[src/common/homing_pkg.sv]
// package: register map, field layout and timing constants of the reference-search sequencer
package homing_pkg;

  // register byte offsets (one aligned 32-bit word each)
  localparam logic [7:0] REG_CONTROL = 8'h00;
  localparam logic [7:0] REG_MODE = 8'h04;
  localparam logic [7:0] REG_METHOD = 8'h08;
  localparam logic [7:0] REG_OFFSET = 8'h0C;
  localparam logic [7:0] REG_SWITCH_SPEED = 8'h10;
  localparam logic [7:0] REG_INDEX_SPEED = 8'h14;
  localparam logic [7:0] REG_ACCEL = 8'h18;
  localparam logic [7:0] REG_STALL_CURRENT = 8'h1C;
  localparam logic [7:0] REG_STALL_DWELL = 8'h20;
  localparam logic [7:0] REG_SWITCH_ENABLE = 8'h24;
  localparam logic [7:0] REG_STATUS = 8'h28;
  localparam logic [7:0] REG_ZERO = 8'h2C;

  // field positions
  localparam int CTRL_START_BIT = 4;
  localparam int STAT_TARGET_BIT = 10;
  localparam int STAT_HOMED_BIT = 12;
  localparam int STAT_ERROR_BIT = 13;
  localparam int EN_NEG_BIT = 0;
  localparam int EN_POS_BIT = 1;
  localparam int EN_HOME_BIT = 2;

  // mode and reset values
  localparam logic [7:0] MODE_HOMING = 8'h06;
  localparam logic [7:0] MODE_RESET = 8'h00;
  localparam logic [7:0] METHOD_RESET = 8'h23;
  localparam logic [31:0] WORD_RESET = 32'h0000_0000;
  localparam logic [15:0] DWELL_RESET = 16'h0064;
  localparam logic [2:0] ENABLE_RESET = 3'h0;

  // timing
  localparam int CLK_HZ = 200_000_000;
  localparam int SAMPLE_MS = 1;
  localparam int MS_CYCLES = CLK_HZ / 1000 * SAMPLE_MS;

  typedef enum logic [2:0] {
    ST_IDLE = 3'b000,
    ST_SWITCH = 3'b001,
    ST_INDEX = 3'b010,
    ST_DWELL = 3'b011,
    ST_STOP = 3'b100,
    ST_DONE = 3'b101
  } seq_state_t;

  // speed command to the motion layer
  typedef struct packed {
    logic active;
    logic dir_pos;
    logic [31:0] speed;
    logic [31:0] accel;
  } drive_cmd_t;

endpackage : homing_pkg

[src/hw/axis_reference_search.sv]
// design: reference-search (homing) sequencer with a classic Wishbone register slave
//
// The Wishbone register port and the register addresses were chosen for this implementation.
`timescale 1ns/100ps

// Operation
// - control bit 4 high starts search; runs until done or bit drops
// - status 13/12/10: 000 run, 001 stopped, 010 homed-not-now, 011 done
// - error: 100 while motor turns, 101 at standstill
// - bit 12 set after first completed search since restart
// - bit 12 cleared during later searches, and after error until completion
// - zero point equals captured position minus programmed offset
// - method number picks reference event and starting direction
// - methods 1-14, 33, 34 use index; 17-30 same profiles without
// - negative method uses block detection; only listed values valid
// - block search accepted only in closed-loop control
// - block detected when motor current exceeds threshold
// - after block, keep driving for the programmed millisecond dwell; -7 to -14 and -23 to -30 reverse at once instead
// - switch speed seeking switches, index speed seeking index, one accel
// - method 1 negative limit then index; 2 positive limit then index
// - 3/4 home switch left edge plus index; 5/6 right edge
// - 7-14 home switch plus index; 7-10 positive, 11-14 negative limit
// - 17 negative limit, 18 positive limit, no index
// - 19/20 left home edge, 21/22 right edge, no index
// - 23-30 home switch, no index; 23-26 positive, 27-30 negative limit
// - 33/34 reference the next index pulse only
// - 35 takes current position; needs no operation-enabled state
// - switch inputs used only when their enable bits 0-2 are set
// - switches sampled every millisecond; shorter glitches ignored
module axis_reference_search
  import homing_pkg::*;
#(
  parameter int DATA_W = 32,
  parameter int MS_COUNT = MS_CYCLES
) (
  // clock and reset
  input wire logic clk,
  input wire logic rst,
  // wishbone slave
  input wire logic cyc_i,
  input wire logic stb_i,
  input wire logic we_i,
  input wire logic [7:0] adr_i,
  input wire logic [3:0] sel_i,
  input wire logic [DATA_W-1:0] dat_i,
  output logic [DATA_W-1:0] dat_o,
  output logic ack_o,
  output logic err_o,
  // axis feedback
  input wire logic neg_limit,
  input wire logic pos_limit,
  input wire logic home_switch,
  input wire logic index_pulse,
  input wire logic [31:0] position,
  input wire logic [15:0] motor_current,
  input wire logic standstill,
  input wire logic closed_loop,
  input wire logic op_enabled,
  // motion command and zero point
  output drive_cmd_t drive_cmd,
  output logic [31:0] zero_position,
  output logic zero_load
);

  logic [31:0] control_q, offset_q, sw_speed_q, ix_speed_q, accel_q;
  logic [7:0] mode_q, method_q;
  logic [15:0] stall_cur_q, dwell_q;
  logic [2:0] enable_q;
  seq_state_t state_q;
  logic homed_q, error_q, done_q, ran_q;
  logic ack_q;
  logic [DATA_W-1:0] rdata_q;
  logic err_q;

  // --- bus slave: one wait state then ack, or err for unmapped addresses; unmapped reads zero, writes dropped
  logic req, mapped;
  assign req = cyc_i & stb_i & ~ack_q & ~err_q;
  always_comb begin
    case (adr_i)
      REG_CONTROL, REG_MODE, REG_METHOD, REG_OFFSET, REG_SWITCH_SPEED, REG_INDEX_SPEED,
      REG_ACCEL, REG_STALL_CURRENT, REG_STALL_DWELL, REG_SWITCH_ENABLE, REG_STATUS,
      REG_ZERO: mapped = 1'b1;
      default: mapped = 1'b0;
    endcase
  end

  function automatic logic [31:0] merge(input logic [31:0] old, input logic [31:0] nw,
                                        input logic [3:0] sel);
    logic [31:0] r;
    r = old;
    for (int b = 0; b < 4; b++) begin
      if (sel[b]) r[b*8 +: 8] = nw[b*8 +: 8];
    end
    return r;
  endfunction : merge

  logic wr;
  assign wr = req & we_i & mapped;

  // half-width registers reuse the byte-lane merge through a full-width copy
  logic [31:0] stall_wr, dwell_wr;
  assign stall_wr = merge({16'h0000, stall_cur_q}, dat_i, sel_i);
  assign dwell_wr = merge({16'h0000, dwell_q}, dat_i, sel_i);

  always_ff @(posedge clk) begin
    if (rst) begin
      control_q <= WORD_RESET;
      mode_q <= MODE_RESET;
      method_q <= METHOD_RESET;
      offset_q <= WORD_RESET;
      sw_speed_q <= WORD_RESET;
      ix_speed_q <= WORD_RESET;
      accel_q <= WORD_RESET;
      stall_cur_q <= WORD_RESET[15:0];
      dwell_q <= DWELL_RESET;
      enable_q <= ENABLE_RESET;
    end else if (wr) begin
      case (adr_i)
        REG_CONTROL: control_q <= merge(control_q, dat_i, sel_i);
        REG_MODE: if (sel_i[0]) mode_q <= dat_i[7:0];
        REG_METHOD: if (sel_i[0]) method_q <= dat_i[7:0];
        REG_OFFSET: offset_q <= merge(offset_q, dat_i, sel_i);
        REG_SWITCH_SPEED: sw_speed_q <= merge(sw_speed_q, dat_i, sel_i);
        REG_INDEX_SPEED: ix_speed_q <= merge(ix_speed_q, dat_i, sel_i);
        REG_ACCEL: accel_q <= merge(accel_q, dat_i, sel_i);
        REG_STALL_CURRENT: stall_cur_q <= stall_wr[15:0];
        REG_STALL_DWELL: dwell_q <= dwell_wr[15:0];
        REG_SWITCH_ENABLE: if (sel_i[0]) enable_q <= dat_i[2:0];
        default: ;
      endcase
    end
  end

  logic [31:0] status_w;

  always_ff @(posedge clk) begin
    if (rst) begin
      ack_q <= 1'b0;
      err_q <= 1'b0;
      rdata_q <= '0;
    end else begin
      ack_q <= req & mapped;
      err_q <= req & ~mapped;
      if (req & ~we_i) begin
        case (adr_i)
          REG_CONTROL: rdata_q <= control_q;
          REG_MODE: rdata_q <= {24'h000000, mode_q};
          REG_METHOD: rdata_q <= {24'h000000, method_q};
          REG_OFFSET: rdata_q <= offset_q;
          REG_SWITCH_SPEED: rdata_q <= sw_speed_q;
          REG_INDEX_SPEED: rdata_q <= ix_speed_q;
          REG_ACCEL: rdata_q <= accel_q;
          REG_STALL_CURRENT: rdata_q <= {16'h0000, stall_cur_q};
          REG_STALL_DWELL: rdata_q <= {16'h0000, dwell_q};
          REG_SWITCH_ENABLE: rdata_q <= {29'h00000000, enable_q};
          REG_STATUS: rdata_q <= status_w;
          REG_ZERO: rdata_q <= zero_position;
          default: rdata_q <= '0;
        endcase
      end
    end
  end
  assign ack_o = ack_q;
  assign err_o = err_q;
  assign dat_o = rdata_q;

  // --- switch sampling: one sample per millisecond; a level must be seen twice
  logic [31:0] ms_cnt_q;
  logic tick;
  logic [2:0] raw, smp_q, sw_q;
  assign tick = (ms_cnt_q == 32'(MS_COUNT - 1));
  assign raw = {home_switch, pos_limit, neg_limit};

  always_ff @(posedge clk) begin
    if (rst) ms_cnt_q <= '0;
    else ms_cnt_q <= tick ? '0 : ms_cnt_q + 32'h1;
  end

  generate
    for (genvar i = 0; i < 3; i++) begin : g_sw
      always_ff @(posedge clk) begin
        if (rst) begin
          smp_q[i] <= 1'b0;
          sw_q[i] <= 1'b0;
        end else if (tick) begin
          smp_q[i] <= raw[i];
          // a change shorter than one sample period never reaches sw_q
          if (smp_q[i] == raw[i]) sw_q[i] <= raw[i] & enable_q[i];
        end
      end
    end
  endgenerate

  logic neg_sw, pos_sw, home_sw, home_prev_q;
  assign neg_sw = sw_q[EN_NEG_BIT];
  assign pos_sw = sw_q[EN_POS_BIT];
  assign home_sw = sw_q[EN_HOME_BIT];

  // --- method decode
  logic signed [7:0] m_s;
  logic [7:0] mag, base;
  logic block, use_index, valid, start_pos, right_edge, index_only, here;
  logic [1:0] kind; // 0 limit, 1 home edge, 2 home with limit
  assign m_s = method_q;
  assign block = m_s < 0;
  assign mag = block ? 8'(-m_s) : method_q;
  assign base = (mag >= 8'd17 && mag <= 8'd30) ? mag - 8'd16 : mag;

  always_comb begin
    use_index = (mag <= 8'd14) || mag == 8'd33 || mag == 8'd34;
    index_only = mag == 8'd33 || mag == 8'd34;
    here = mag == 8'd35 && !block;
    if (block) valid = mag == 8'd1 || mag == 8'd2 || (mag >= 8'd7 && mag <= 8'd14) ||
                       mag == 8'd17 || mag == 8'd18 || (mag >= 8'd23 && mag <= 8'd30);
    else valid = (mag >= 8'd1 && mag <= 8'd30 && !(mag == 8'd15 || mag == 8'd16)) ||
                 (mag >= 8'd33 && mag <= 8'd35);
    kind = 2'd0;
    start_pos = 1'b0;
    right_edge = 1'b0;
    case (base)
      8'd1: start_pos = 1'b0;
      8'd2: start_pos = 1'b1;
      8'd3, 8'd4: begin
        kind = 2'd1;
        start_pos = base == 8'd3;
      end
      8'd5, 8'd6: begin
        kind = 2'd1;
        right_edge = 1'b1;
        start_pos = base == 8'd6;
      end
      default: begin
        kind = 2'd2;
        start_pos = base <= 8'd10;
        right_edge = base == 8'd8 || base == 8'd10 || base == 8'd12 || base == 8'd14;
      end
    endcase
    if (index_only) start_pos = mag == 8'd34;
  end

  // --- sequencer
  logic run, go;
  logic dir_q, stalled;
  logic [15:0] ms_left_q;
  logic [31:0] capture_q;
  assign run = control_q[CTRL_START_BIT] && mode_q == MODE_HOMING;
  assign stalled = motor_current > stall_cur_q;

  logic limit_hit, edge_hit;
  assign limit_hit = block ? stalled : (dir_q ? pos_sw : neg_sw);
  assign edge_hit = home_sw != home_prev_q && (right_edge ? !home_sw : home_sw);

  always_ff @(posedge clk) begin
    if (rst) begin
      state_q <= ST_IDLE;
      dir_q <= 1'b0;
      ms_left_q <= '0;
      capture_q <= '0;
      home_prev_q <= 1'b0;
      error_q <= 1'b0;
      done_q <= 1'b0;
      ran_q <= 1'b0;
      zero_load <= 1'b0;
    end else begin
      home_prev_q <= home_sw;
      zero_load <= 1'b0;
      case (state_q)
        ST_IDLE, ST_DONE: begin
          if (state_q == ST_DONE && !run) state_q <= ST_IDLE;
          if (run && state_q == ST_IDLE) begin
            done_q <= 1'b0;
            error_q <= 1'b0;
            ran_q <= 1'b1;
            dir_q <= start_pos;
            if (!valid || (block && !closed_loop) || (!here && !op_enabled)) begin
              error_q <= 1'b1;
              state_q <= ST_STOP;
            end else if (here) begin
              capture_q <= position;
              state_q <= ST_DONE;
              done_q <= 1'b1;
              zero_load <= 1'b1;
            end else if (index_only) begin
              state_q <= ST_INDEX;
            end else begin
              state_q <= ST_SWITCH;
            end
          end
        end
        ST_SWITCH: begin
          if (!run) state_q <= ST_STOP;
          else if (limit_hit && kind == 2'd0) begin
            if (block) begin
              ms_left_q <= dwell_q;
              state_q <= ST_DWELL;
            end else if (use_index) begin
              dir_q <= ~dir_q;
              state_q <= ST_INDEX;
            end else begin
              capture_q <= position;
              zero_load <= 1'b1;
              done_q <= 1'b1;
              state_q <= ST_DONE;
            end
          end else if (limit_hit) begin
            dir_q <= ~dir_q; // reverse off the end stop, keep seeking the home edge
          end else if (kind != 2'd0 && edge_hit) begin
            if (use_index) state_q <= ST_INDEX;
            else begin
              capture_q <= position;
              zero_load <= 1'b1;
              done_q <= 1'b1;
              state_q <= ST_DONE;
            end
          end
        end
        ST_DWELL: begin
          if (!run) state_q <= ST_STOP;
          else if (tick) begin
            if (ms_left_q == 16'h0000) begin
              dir_q <= ~dir_q;
              if (use_index) state_q <= ST_INDEX;
              else begin
                capture_q <= position;
                zero_load <= 1'b1;
                done_q <= 1'b1;
                state_q <= ST_DONE;
              end
            end else ms_left_q <= ms_left_q - 16'h0001;
          end
        end
        ST_INDEX: begin
          if (!run) state_q <= ST_STOP;
          else if (index_pulse) begin
            capture_q <= position;
            zero_load <= 1'b1;
            done_q <= 1'b1;
            state_q <= ST_DONE;
          end
        end
        ST_STOP: if (standstill && !run) state_q <= ST_IDLE;
        default: state_q <= ST_IDLE;
      endcase
    end
  end

  // homed flag: set on completion, dropped while running or after an error
  always_ff @(posedge clk) begin
    if (rst) homed_q <= 1'b0;
    else if (zero_load) homed_q <= 1'b1;
    else if (go || error_q) homed_q <= 1'b0;
  end
  assign go = state_q == ST_SWITCH || state_q == ST_INDEX || state_q == ST_DWELL;

  // zero point sits offset away from the captured reference
  assign zero_position = capture_q - offset_q;

  always_comb begin
    status_w = '0;
    if (error_q) begin
      status_w[STAT_ERROR_BIT] = 1'b1;
      status_w[STAT_TARGET_BIT] = standstill;
    end else if (go) begin
      status_w = '0;
    end else begin
      status_w[STAT_HOMED_BIT] = homed_q;
      status_w[STAT_TARGET_BIT] = done_q ? 1'b1 : !ran_q || !homed_q;
      if (ran_q && homed_q && !done_q) status_w[STAT_TARGET_BIT] = 1'b0;
    end
  end

  always_comb begin
    drive_cmd.active = go;
    drive_cmd.dir_pos = dir_q;
    drive_cmd.speed = state_q == ST_INDEX ? ix_speed_q : sw_speed_q;
    drive_cmd.accel = accel_q;
    if (!go) drive_cmd.speed = '0;
  end

endmodule : axis_reference_search

[config.mk]
export PLATFORM = sky130hd
export DESIGN_NAME = axis_reference_search
export DESIGN_NICKNAME = d
export VERILOG_FILES = /design/src/common/homing_pkg.sv /design/src/hw/axis_reference_search.sv
export SDC_FILE = /design/constraint.sdc
export NUM_CORES = 1
export LEC_CHECK = 0
export BUFFER_PORTS_ARGS = -buffer_cell sky130_fd_sc_hd__buf_4
export CAP_MARGIN = 20
export CORE_MARGIN = 5
export CORE_UTILIZATION = 53
export CTS_CLUSTER_DIAMETER = 100
export DETAILED_ROUTE_END_ITERATION = 8
export PLACE_DENSITY = 0.87
export RECOVER_POWER = 100
export SYNTH_ARGS = -nofsm -noshare
export SYNTH_HDL_FRONTEND = slang
export SYNTH_SLANG_ARGS = --single-unit
[constraint.sdc]
create_clock -name clk -period 3.05 [get_ports clk]
set_input_delay 0.305 -clock clk [delete_from_list [all_inputs] [get_ports clk]]
set_output_delay 0.305 -clock clk [all_outputs]
set_load 0.01 [all_outputs]
### Word level (Yosys, flattened, before mapping)

Index checks and enable logic that the tools add are counted.

* $add $sub $neg: 5
* order comparisons: 11
* equal/unequal tests: 65
* multiplexer cells: 102
* bitwise logic cells: 16
* reduce and logical (&&, ||, !) cells: 101

Operators with widths (number)
* 32-bit 2-to-1 mux: 16
* 32-bit one-hot mux with 12 select lines: 1
* 32-bit one-hot mux with 4 select lines: 1
* 16-bit 2-to-1 mux: 6
* 3-bit AND reduction: 27
* 8-bit by 4-bit equality test with 1-bit output, second input constant: 7
* 8-bit by 5-bit equality test with 1-bit output, second input constant: 7
* 8-bit by 6-bit equality test with 1-bit output, second input constant: 7
* 1-bit 2-to-1 mux: 50
* 3-bit 2-to-1 mux: 16
* 8-bit by 3-bit equality test with 1-bit output, second input constant: 5
* 32-bit by 1-bit adder with 32-bit output, second input constant: 1
* 32-bit by 18-bit equality test with 1-bit output, second input constant: 1
* 16-bit one-hot mux with 2 select lines: 1
* 32-bit subtractor: 1
* 3-bit inequality test, second input constant: 9
* 2-bit inequality test, second input constant: 13
* 8-bit by 2-bit equality test with 1-bit output, second input constant: 3
* 1-bit logical OR: 19
* 1-bit logical AND: 18
* 8-bit by 1-bit equality test with 1-bit output, second input constant: 2
* 8-bit by 5-bit >= comparator with 1-bit output, second input constant: 2
* 16-bit > comparator: 1
* 8-bit by 4-bit less-or-equal comparator with 1-bit output, second input constant: 2
* 40 further kinds: 84

* bits in registers: 341
* input bits: 104
* output and inout port bits: 133
* word-level logic and storage cells: 347

### Longest topological paths before layout

Gate-level depths: netlist of the first run.

* depth in word-level cells: 18
* gate-level depth with buffers: 14
* depth with buffers taken out: 13

### Least setup slack after synthesis of the first run

No wires, ideal clock.

* path kind: reg-to-reg
* from: reg method_q[0] (netlist: m_s[0])
* to: reg capture_q[10]
* library setup time: 0.128 ns
* data arrival time: 3.232 ns
* data required time: 2.922 ns
* slack: -0.309 ns
* stages on the path, launching flop included: 14
* buffers on the path: 3
* period minus slack after synthesis: 3.359 ns
* cell sequence: dfxtp_1 -> buf_6 -> buf_4 -> clkinv_1 -> ha_1 -> nor2b_1 -> a41oi_1 -> o22a_2 -> o41ai_2 -> mux2i_2 -> a2111oi_4 -> buf_6 -> mux2i_1 -> nor2_1

* word-level cells in the longest chain between the ends: 15
* elaborated cells on any way between the ends: 89
* classes of those cells: 2 x add/sub; 9 x order compare; 24 x eq/ne; 17 x mux; 37 x reduce/logical

Ends and longest elaborated chain
* start: declaration: RTL line axis_reference_search.sv:66 `logic [7:0] mode_q, method_q;`
* start signal: assignment: RTL line axis_reference_search.sv:121 `REG_METHOD: if (sel_i[0]) method_q <= dat_i[7:0];`
* 8-bit negator or 8-bit by 1-bit less-than comparator with 1-bit output (tied branches): RTL line axis_reference_search.sv:206, axis_reference_search.sv:205
* 8-bit 2-to-1 mux: RTL line axis_reference_search.sv:206 `assign mag = block ? 8'(-m_s) : method_q;`
* 8-bit by 5-bit >= comparator with 1-bit output or 8-bit by 5-bit less-or-equal comparator with 1-bit output (tied branches): RTL line axis_reference_search.sv:207, axis_reference_search.sv:214, axis_reference_search.sv:215
* 1-bit logical AND: RTL line axis_reference_search.sv:207 `assign base = (mag >= 8'd17 && mag <= 8'd30) ? mag - 8'd16 : mag;`
* 8-bit 2-to-1 mux: RTL line axis_reference_search.sv:207
* 8-bit by 4-bit equality test with 1-bit output: RTL line axis_reference_search.sv:235 `right_edge = base == 8'd8 || base == 8'd10 || base == 8'd12 || base == 8'd14;`
* 1-bit logical OR (3 in a row): RTL line axis_reference_search.sv:235
* 1-bit one-hot mux with 2 select lines: RTL line axis_reference_search.sv:220 `case (base)`
* 1-bit 2-to-1 mux: RTL line axis_reference_search.sv:251 `assign edge_hit = home_sw != home_prev_q && (right_edge ? !home_sw : home_sw);`
* 1-bit logical AND: RTL line axis_reference_search.sv:251
* 1-bit logical AND: RTL line axis_reference_search.sv:307 `end else if (kind != 2'd0 && edge_hit) begin`
* 3-bit inequality test (no source line)
* 13-bit AND reduction (no source line)
* end signal: assignment: RTL line axis_reference_search.sv:300 `capture_q <= position;`
* end signal: assignment: RTL line axis_reference_search.sv:310 `capture_q <= position;`
* end signal: assignment: RTL line axis_reference_search.sv:324 `capture_q <= position;`
* end: declaration: RTL line axis_reference_search.sv:245 `logic [31:0] capture_q;`

Parallel ways exist; a longest one is shown, timed or not. The select of a mux whose other input is x is not followed.
A chain may end at the register's enable or synchronous reset.

### Final worst setup path of the first run

* from: reg capture_q[0]
* to: out zero_position[30]

* word-level cells in the longest chain between the ends: 1

Ends and longest elaborated chain
* start signal: assignment: RTL line axis_reference_search.sv:279 `capture_q <= position;`
* start signal: assignment: RTL line axis_reference_search.sv:300
* start signal: assignment: RTL line axis_reference_search.sv:310
* 32-bit subtractor: RTL line axis_reference_search.sv:356 `assign zero_position = capture_q - offset_q;`
* end: declaration: RTL line axis_reference_search.sv:61 `output logic [31:0] zero_position,`

No other way between the ends.

==> impl_metrics.env, run 1 <==
export IMPL_critPathMaxFanout=2
export IMPL_yosysSeqAreaShare=0.385
export IMPL_crit_required_ps=2740
export IMPL_rr_endpoint="dat_o[30]$_SDFFE_PP0P_"
export IMPL_route_detailed_drc=0
export IMPL_hold_path_class="in -> reg"
export IMPL_ys_flop_type="dfxtp_1"
export IMPL_dp_hpwl_mm=47.2
export IMPL_gr_usage_all_layers=0.346
export IMPL_grt_overflow=0
export IMPL_cts_hold_buffers=0
export IMPL_synth_edf_count=0
export IMPL_fin_crit_ps=3640
export IMPL_areaGrowthSynthToFinish_pct=28.4
export IMPL_ys_seq_elements=341
export IMPL_p_seq_frac=0.468
export IMPL_peakVddDrop_mv=0.373
export IMPL_p_leak_nw=8.26
export IMPL_root_buffer="clkbuf_16"
export IMPL_syn_inst=2297
export IMPL_final_nets=2732
export IMPL_holdPathEnd="capture_q[31]$_SDFFE_PP0P_"
export IMPL_drt_wl_total_mm=69.3
export IMPL_synth_warnings=0
export IMPL_async_flop_share=0
export IMPL_switching_power_w=0.00215
export IMPL_reg2reg_depth=16
export IMPL_slew_viol_final=179
export IMPL_violations="max-capacitance violations, max-slew violations, negative setup slack"
export IMPL_cts_tree="yes"
export IMPL_wl_per_cell_um=22.7
export IMPL_setup_viol=32
export IMPL_die_x_um=193
export IMPL_syn_area_mm2=0.0178
export IMPL_crit_arrival_ps=3340
export IMPL_antenna_found_initial=3
export IMPL_pwr_share_comb=0.036
export IMPL_tightest_slew_ps=2040
export IMPL_grt_setup_unrepaired="true"
export IMPL_postLayoutCoreUtil=0.685
export IMPL_power_frac_clock=0.496
export IMPL_drive_gt1_frac=0.219
export IMPL_cts_buffers=37
export IMPL_slew_headroom=-0.358
export IMPL_drt_pass1_iterations=9
export IMPL_vias=19779
export IMPL_clock_sinks=341
export IMPL_htreeDepth=2
export IMPL_portBuffers=236
export IMPL_io_pin_count=237
export IMPL_grt_pass1_wl_mm=103
export IMPL_swShare=0.225
export IMPL_start_kind="register"
export IMPL_power_density_mw_per_mm2=418
export IMPL_cts_clk_slew_worst_paths_ps=60
export IMPL_grt_pass1_vias=18111
export IMPL_finalCritPeriodShare=1.19
export IMPL_cap_violations=1
export IMPL_rows=67
export IMPL_initial_core_util=0.533
export IMPL_hold_path_depth=3
export IMPL_rr_startpoint="capture_q[0]$_SDFFE_PP0P_"
export IMPL_die_y_um=193
export IMPL_syn_avg_cell_area_um2=7.73
export IMPL_timing_final_ws_setup_ps=-591
export IMPL_synth_nets=2452
export IMPL_drt_iter0_drc=3426
export IMPL_rrSetupSlack_ps=-90
export IMPL_slowest_delay_ps=330
export IMPL_status="finished, violations left"
export IMPL_critPathCaptureType="primary output"
export IMPL_antenna_left=0
export IMPL_hold_ws_ps=10.6
export IMPL_crit_slowest_cell="dfxtp_2"
export IMPL_crit_chain="inv_2 > ha_4 > inv_2 > fa_2 > a211o_1 > a21oi_2 > o31ai_4 > buf_4 > buf_6 > a31oi_4 > o2111ai_2 > a41oi_2 > a211o_1 > xnor2_2 > buf_4"
export IMPL_dieArea_mm2=0.0373
export IMPL_p_int_w=0.00739
export IMPL_hold_viol=0
export IMPL_cts_path_max_buffers=3
export IMPL_ys_types=90
export IMPL_gp_congestion=0.986
export IMPL_hp_start="position[31]"
export IMPL_max_freq_mhz=275
export IMPL_grt_max_degree=179
export IMPL_clock_skew_ps=16.7
export IMPL_vias_per_cell=6.48
export IMPL_core_mm2=0.0333
export IMPL_setup_worst_path_class="reg -> out"
export IMPL_insertion_delay_ps=540
-- power by group through the flow --
stage / registers [W] / logic, W / clock network [W]
6_report: 0.00446 / 0.000342 / 0.00473
2_1_floorplan: 0.00456 / 0.000126 / 0
3_5_place_dp: 0.00456 / 0.000323 / 0
4_1_cts: 0.00446 / 0.000329 / 0.00472
3_3_place_gp: 0.00456 / 0.000318 / 0
5_1_grt: 0.00446 / 0.000357 / 0.00494
-- logic make-up after synthesis --
| family | Yosys count | share of synthesized area |
|---|---|---|
| adder cells (fa/ha/maj) | 51 | 0.0364 |
| flip-flops | 341 | 0.385 |
| buffers and inverters | 244 | 0.0561 |
| XOR/XNOR | 62 | 0.0310 |
| AND/OR/NAND/NOR | 916 | 0.236 |
| AO/OA/AOI/OAI | 644 | 0.233 |
| multiplexers | 39 | 0.0229 |
-- flip-flops by register name, indices dropped and copies added, names as in the netlist, 32 cells and up --
signal	count
dat_o	32
sw_speed_q	32
ms_cnt_q	32
offset_q	32
ix_speed_q	32
accel_q	32
control_q	32
capture_q	32
-- metal layers --
metal  up-vias  GRT usage  share of wire
li1       8786          -              -
met1      9287      0.490           0.38
met2      1465      0.510           0.43
met3       239     0.0875           0.14
met4         2      0.128          0.042
met5         -          0        0.00019
-- worst max-delay path by stage --
stage / startpoint / end / slack, ps / cells after the start
after floorplan: stall_cur_q[2]$_SDFFE_PP0P_ / capture_q[10]$_SDFFE_PP0P_ / 10 / 13
after global placement: capture_q[0]$_SDFFE_PP0P_ / zero_position[24] / -220 / 14
after detailed placement: motor_current[2] / capture_q[6]$_SDFFE_PP0P_ / -260 / 12
after CTS: capture_q[0]$_SDFFE_PP0P_ / zero_position[24] / -540 / 14
after global routing: capture_q[0]$_SDFFE_PP0P_ / zero_position[24] / -720 / 14
final: capture_q[0]$_SDFFE_PP0P_ / zero_position[30] / -590 / 15
-- per-stage QoR --
step                instances  setup WS, ps  setup TNS, ps  cell area [um^2]  power (W)
detailed placement       2937          -259          -7680             20500    0.00488
global route             3053          -724         -12000             22800    0.00975
finish                   3054          -591          -8420             22800    0.00953
CTS                      3029          -538          -4800             22600    0.00951
floorplan                2297          14.8              0             17800    0.00469
global placement         2937          -216          -5430             20500    0.00488
-- critical path, delay by kind of cell (launching register included) --
family                     cells  cell delay [ps]
xor gates and xnor gates       1              140
adders and majority gates      2              460
buffers and inverters          5              520
DFF                            1              330
AOI/OAI and AO/OA              7             1360
-- cell usage in the layout, fill, tap and decap left out, drive strengths merged, types with 9 or more instances in the layout --
cell type / Yosys / routed
clkinv: 2 / 14
nand3: 248 / 248
nor3: 25 / 25
nor2b: 10 / 10
and3: 17 / 17
or2: 9 / 9
nor4: 12 / 12
a222oi: 29 / 29
inv: 73 / 74
a21o: 18 / 18
nand3b: 9 / 9
dfxtp: 341 / 341
ha: 50 / 50
a22o: 12 / 12
a21oi: 311 / 311
o21ai: 68 / 68
nand4: 14 / 14
mux2i: 39 / 39
clkbuf: 140 / 118
a221oi: 19 / 19
a22oi: 75 / 75
a31oi: 22 / 22
nand2b: 10 / 10
xor2: 32 / 32
nand2: 328 / 328
buf: 29 / 340
nor2: 200 / 200
xnor2: 30 / 30
-- layout make-up --
type | instances | area (um^2)
Timing Repair Buffer | 410 | 3050
Fill cell | 2582 | 10500
Sequential cell | 341 | 6850
Clock inverter | 17 | 215
Inverter | 75 | 283
Antenna cell | 3 | 7.51
Multi-Input combinational cell | 1712 | 10800
Clock buffer | 48 | 1060
Tap cell | 448 | 561
-- what timing repair did --
action / in CTS / in global routing
pin swaps: 53 / 54
resized for setup: 113 / 69
setup buffers: 24 / 28
endpoints found under the setup margin: 60 / 76
gates cloned: 4 / 0
-- cells in the mapped netlist (all sizes together), types with 3 or more instances --
library cell,instances,area share
inv,73,0.015
o21a,8,0.0034
a21boi,5,0.0021
o21ai,68,0.020
xor2,32,0.016
nor4,12,0.0059
nor3,25,0.0079
and2,6,0.0023
a21bo,4,0.0023
mux2i,39,0.023
a211oi,8,0.0034
and4,7,0.0035
nand2,328,0.069
clkbuf,140,0.030
o211ai,6,0.0025
nor2b,10,0.0035
a22oi,75,0.032
ha,50,0.035
a221oi,19,0.0094
o41ai,4,0.0024
a2111oi,4,0.0034
a41oi,3,0.0015
nor2,200,0.042
dfxtp,341,0.38
or4,4,0.0017
o31ai,3,0.0020
nand4,14,0.0049
a22o,12,0.0059
a211o,8,0.0039
a221o,8,0.0045
nand2b,10,0.0035
or2,9,0.0032
a311oi,4,0.0020
or3,8,0.0032
nand3,248,0.070
nand3b,9,0.0038
a21oi,311,0.088
a21o,18,0.0077
and3,17,0.0060
a31oi,22,0.0078
a222oi,29,0.016
xnor2,30,0.015
buf,29,0.010
o22ai,3,0.0011
Power figures use the tool's default switching activity.
==> run 2, diff against run 1 <==
Clock period 3.05 ns to 3.3 ns, I/O delays scaled along.
==> run 2 against run 1 <==
The flow finishes with violations (negative setup slack). Critical path depth fell by 1. Clock skew barely moved. Cell count fell by 2.0%. Non-clock buffer count fell by 65. Core utilization fell by 2.9 points. Sequential power fell by 7.6%. Clock-buffer cell count rose by 5. Highest routed layer unchanged.
==> impl_metrics.env, run 2 (synthesized netlist as in run 1, its figures left out) <==
export IMPL_cts_path_max_buffers=3
export IMPL_dpl_cell_area_mm2=0.0201
export IMPL_grt_pass1_wl_mm=99.5
export IMPL_route_detailed_drc=0
export IMPL_vias_per_cell=6.45
export IMPL_hold_path_class="in -> reg"
export IMPL_p_leak_nw=7.75
export IMPL_final_nets=2668
export IMPL_top_layer="met5"
export IMPL_slew_viol_final=0
export IMPL_cts_buffers=38
export IMPL_drt_iter0_drc=3232
export IMPL_htreeDepth=2
export IMPL_grt_pass1_vias=17697
export IMPL_reg2reg_depth=9
export IMPL_finalInstanceArea_mm2=0.0218
export IMPL_io_pin_count=237
export IMPL_rrSetupSlack_ps=40
export IMPL_cts_clk_slew_worst_paths_ps=60
export IMPL_hp_start="position[23]"
export IMPL_die_y_um=193
export IMPL_critPathCaptureType="primary output"
export IMPL_clock_skew_ps=16.7
export IMPL_max_freq_mhz=273
export IMPL_grt_overflow=0
export IMPL_dp_cells=2887
export IMPL_grt_setup_unrepaired="true"
export IMPL_hold_viol=0
export IMPL_status="finished, violations left"
export IMPL_fin_cells=2992
export IMPL_fin_crit_ps=3660
export IMPL_die_x_um=193
export IMPL_postLayoutCoreUtil=0.655
export IMPL_multi_input_area_mm2=0.0104
export IMPL_gr_usage_all_layers=0.335
export IMPL_pre_cts_slack_ps=-69.4
export IMPL_rows=67
export IMPL_routed_wl_met2_mm=29.0
export IMPL_clock_sinks=341
export IMPL_violations="negative setup slack"
export IMPL_cts_hold_buffers=0
export IMPL_crit_arrival_ps=3330
export IMPL_core_mm2=0.0333
export IMPL_setup_worst_path_class="reg -> out"
export IMPL_rr_startpoint="ack_o$_SDFF_PP0_"
export IMPL_root_buffer="clkbuf_16"
export IMPL_peakVddDrop_mv=0.347
export IMPL_timing_final_ws_setup_ps=-358
export IMPL_num_fill_cells=2802
export IMPL_tightest_slew_ps=1150
export IMPL_critPathMaxFanout=3
export IMPL_drt_pass1_iterations=8
export IMPL_setup_viol=28
export IMPL_portBuffers=236
export IMPL_antenna_left=0
export IMPL_cap_violations=0
export IMPL_initial_core_util=0.533
export IMPL_wl_met1_mm=26.3
export IMPL_cts_tree="yes"
export IMPL_insertion_delay_ps=550
export IMPL_dieArea_mm2=0.0373
export IMPL_finalCritPeriodShare=1.11
export IMPL_holdPathEnd="capture_q[23]$_SDFFE_PP0P_"
export IMPL_crit_required_ps=2970
export IMPL_rr_endpoint="stall_cur_q[0]$_SDFFE_PP0P_"
export IMPL_final_cell_mix="332 x dfxtp_1, 328 x nand2_1, 302 x a21oi_1"
export IMPL_wl_per_cell_um=22.4
export IMPL_dp_hpwl_mm=46.5
export IMPL_vias=19309
export IMPL_areaGrowthSynthToFinish_pct=22.9
export IMPL_hold_path_depth=3
export IMPL_slew_headroom=0.232
export IMPL_gp_congestion=0.954
export IMPL_start_kind="register"
export IMPL_met3WireLength_mm=8.80
export IMPL_finalPower_w=0.00903
export IMPL_drt_wl_total_mm=67.0
export IMPL_antenna_found_initial=4
export IMPL_final_common_cell="dfxtp_1"
export IMPL_seq_area_mm2=0.00684
export IMPL_power_density_mw_per_mm2=414
export IMPL_drive_gt1_frac=0.175
export IMPL_grt_max_degree=149
[run 2: changes by cell type in the layout (fill, tap and decap cells not counted), moves of 9 or more]
cell,change
dfxtp_1,+9
buf_6,-13
clkbuf_1,+15
dfxtp_2,-9
buf_4,-63
[run 2: area by class of cell]
type,count,share of cell area
flip-flops and latches,341,0.314
diodes,1,0.000115
inverters,75,0.0129
multi-input cells,1712,0.475
well taps,448,0.0257
clock inverters,17,0.0122
repair buffers,345,0.110
clock buffers,53,0.0504
[run 2: repair_timing]
| item | 4_1_cts | 5_1_grt |
|---|---|---|
| pin swaps | 22 | 28 |
| gates resized for setup | 58 | 50 |
| buffers inserted | 16 | 16 |
| cloned | 0 | 2 |
| endpoints found under the setup margin | 17 | 67 |
[run 2: layer usage]
metal | vias to the layer above | track usage
li1 | 8661 | -
met1 | 9040 | 0.465
met2 | 1377 | 0.509
met3 | 225 | 0.0853
met4 | 6 | 0.119
met5 | - | 0
[run 2: critical path, stage by stage, from the launching register on]
cell       delay, ps
dfxtp_2          320
inv_2             50
ha_4             120
inv_2             30
fa_2             340
a211o_1          300
a21oi_2          210
o31ai_4          110
a31oi_2          260
nor3_2            70
a2111oi_2        330
buf_4            200
o21ai_4           60
xor2_2           220
buf_4            160
[run 2: worst max path at each step]
stage | startpoint | to | slack, ps
2_1_floorplan | m_s[0]$_SDFFE_PP1P_ | capture_q[10]$_SDFFE_PP0P_ | 60
3_3_place_gp | capture_q[0]$_SDFFE_PP0P_ | zero_position[24] | 30
3_5_place_dp | capture_q[0]$_SDFFE_PP0P_ | zero_position[24] | -70
4_1_cts | capture_q[0]$_SDFFE_PP0P_ | zero_position[24] | -340
5_1_grt | capture_q[0]$_SDFFE_PP0P_ | zero_position[24] | -430
6_report | capture_q[0]$_SDFFE_PP0P_ | zero_position[24] | -360
[run 2: per-stage QoR]
| step | TNS [ps] | hold slack [ps] |
|---|---|---|
| after floorplan | 0 | 436 |
| after global routing | -7740 | 38.7 |
| after CTS | -1910 | 28.6 |
| after global placement | 0 | 442 |
| after detailed placement | -82.9 | 448 |
| final | -3400 | 31.0 |
[run 2: power by group]
part | total, W | switching (W) | leakage, nW | internal (W)
clock | 0.00460 | 0.00179 | 0.663 | 0.00282
combinational | 0.000305 | 0.000191 | 4.34 | 0.000114
sequential | 0.00412 | 0.00000383 | 2.75 | 0.00412
total | 0.00903 | 0.00198 | 7.75 | 0.00705
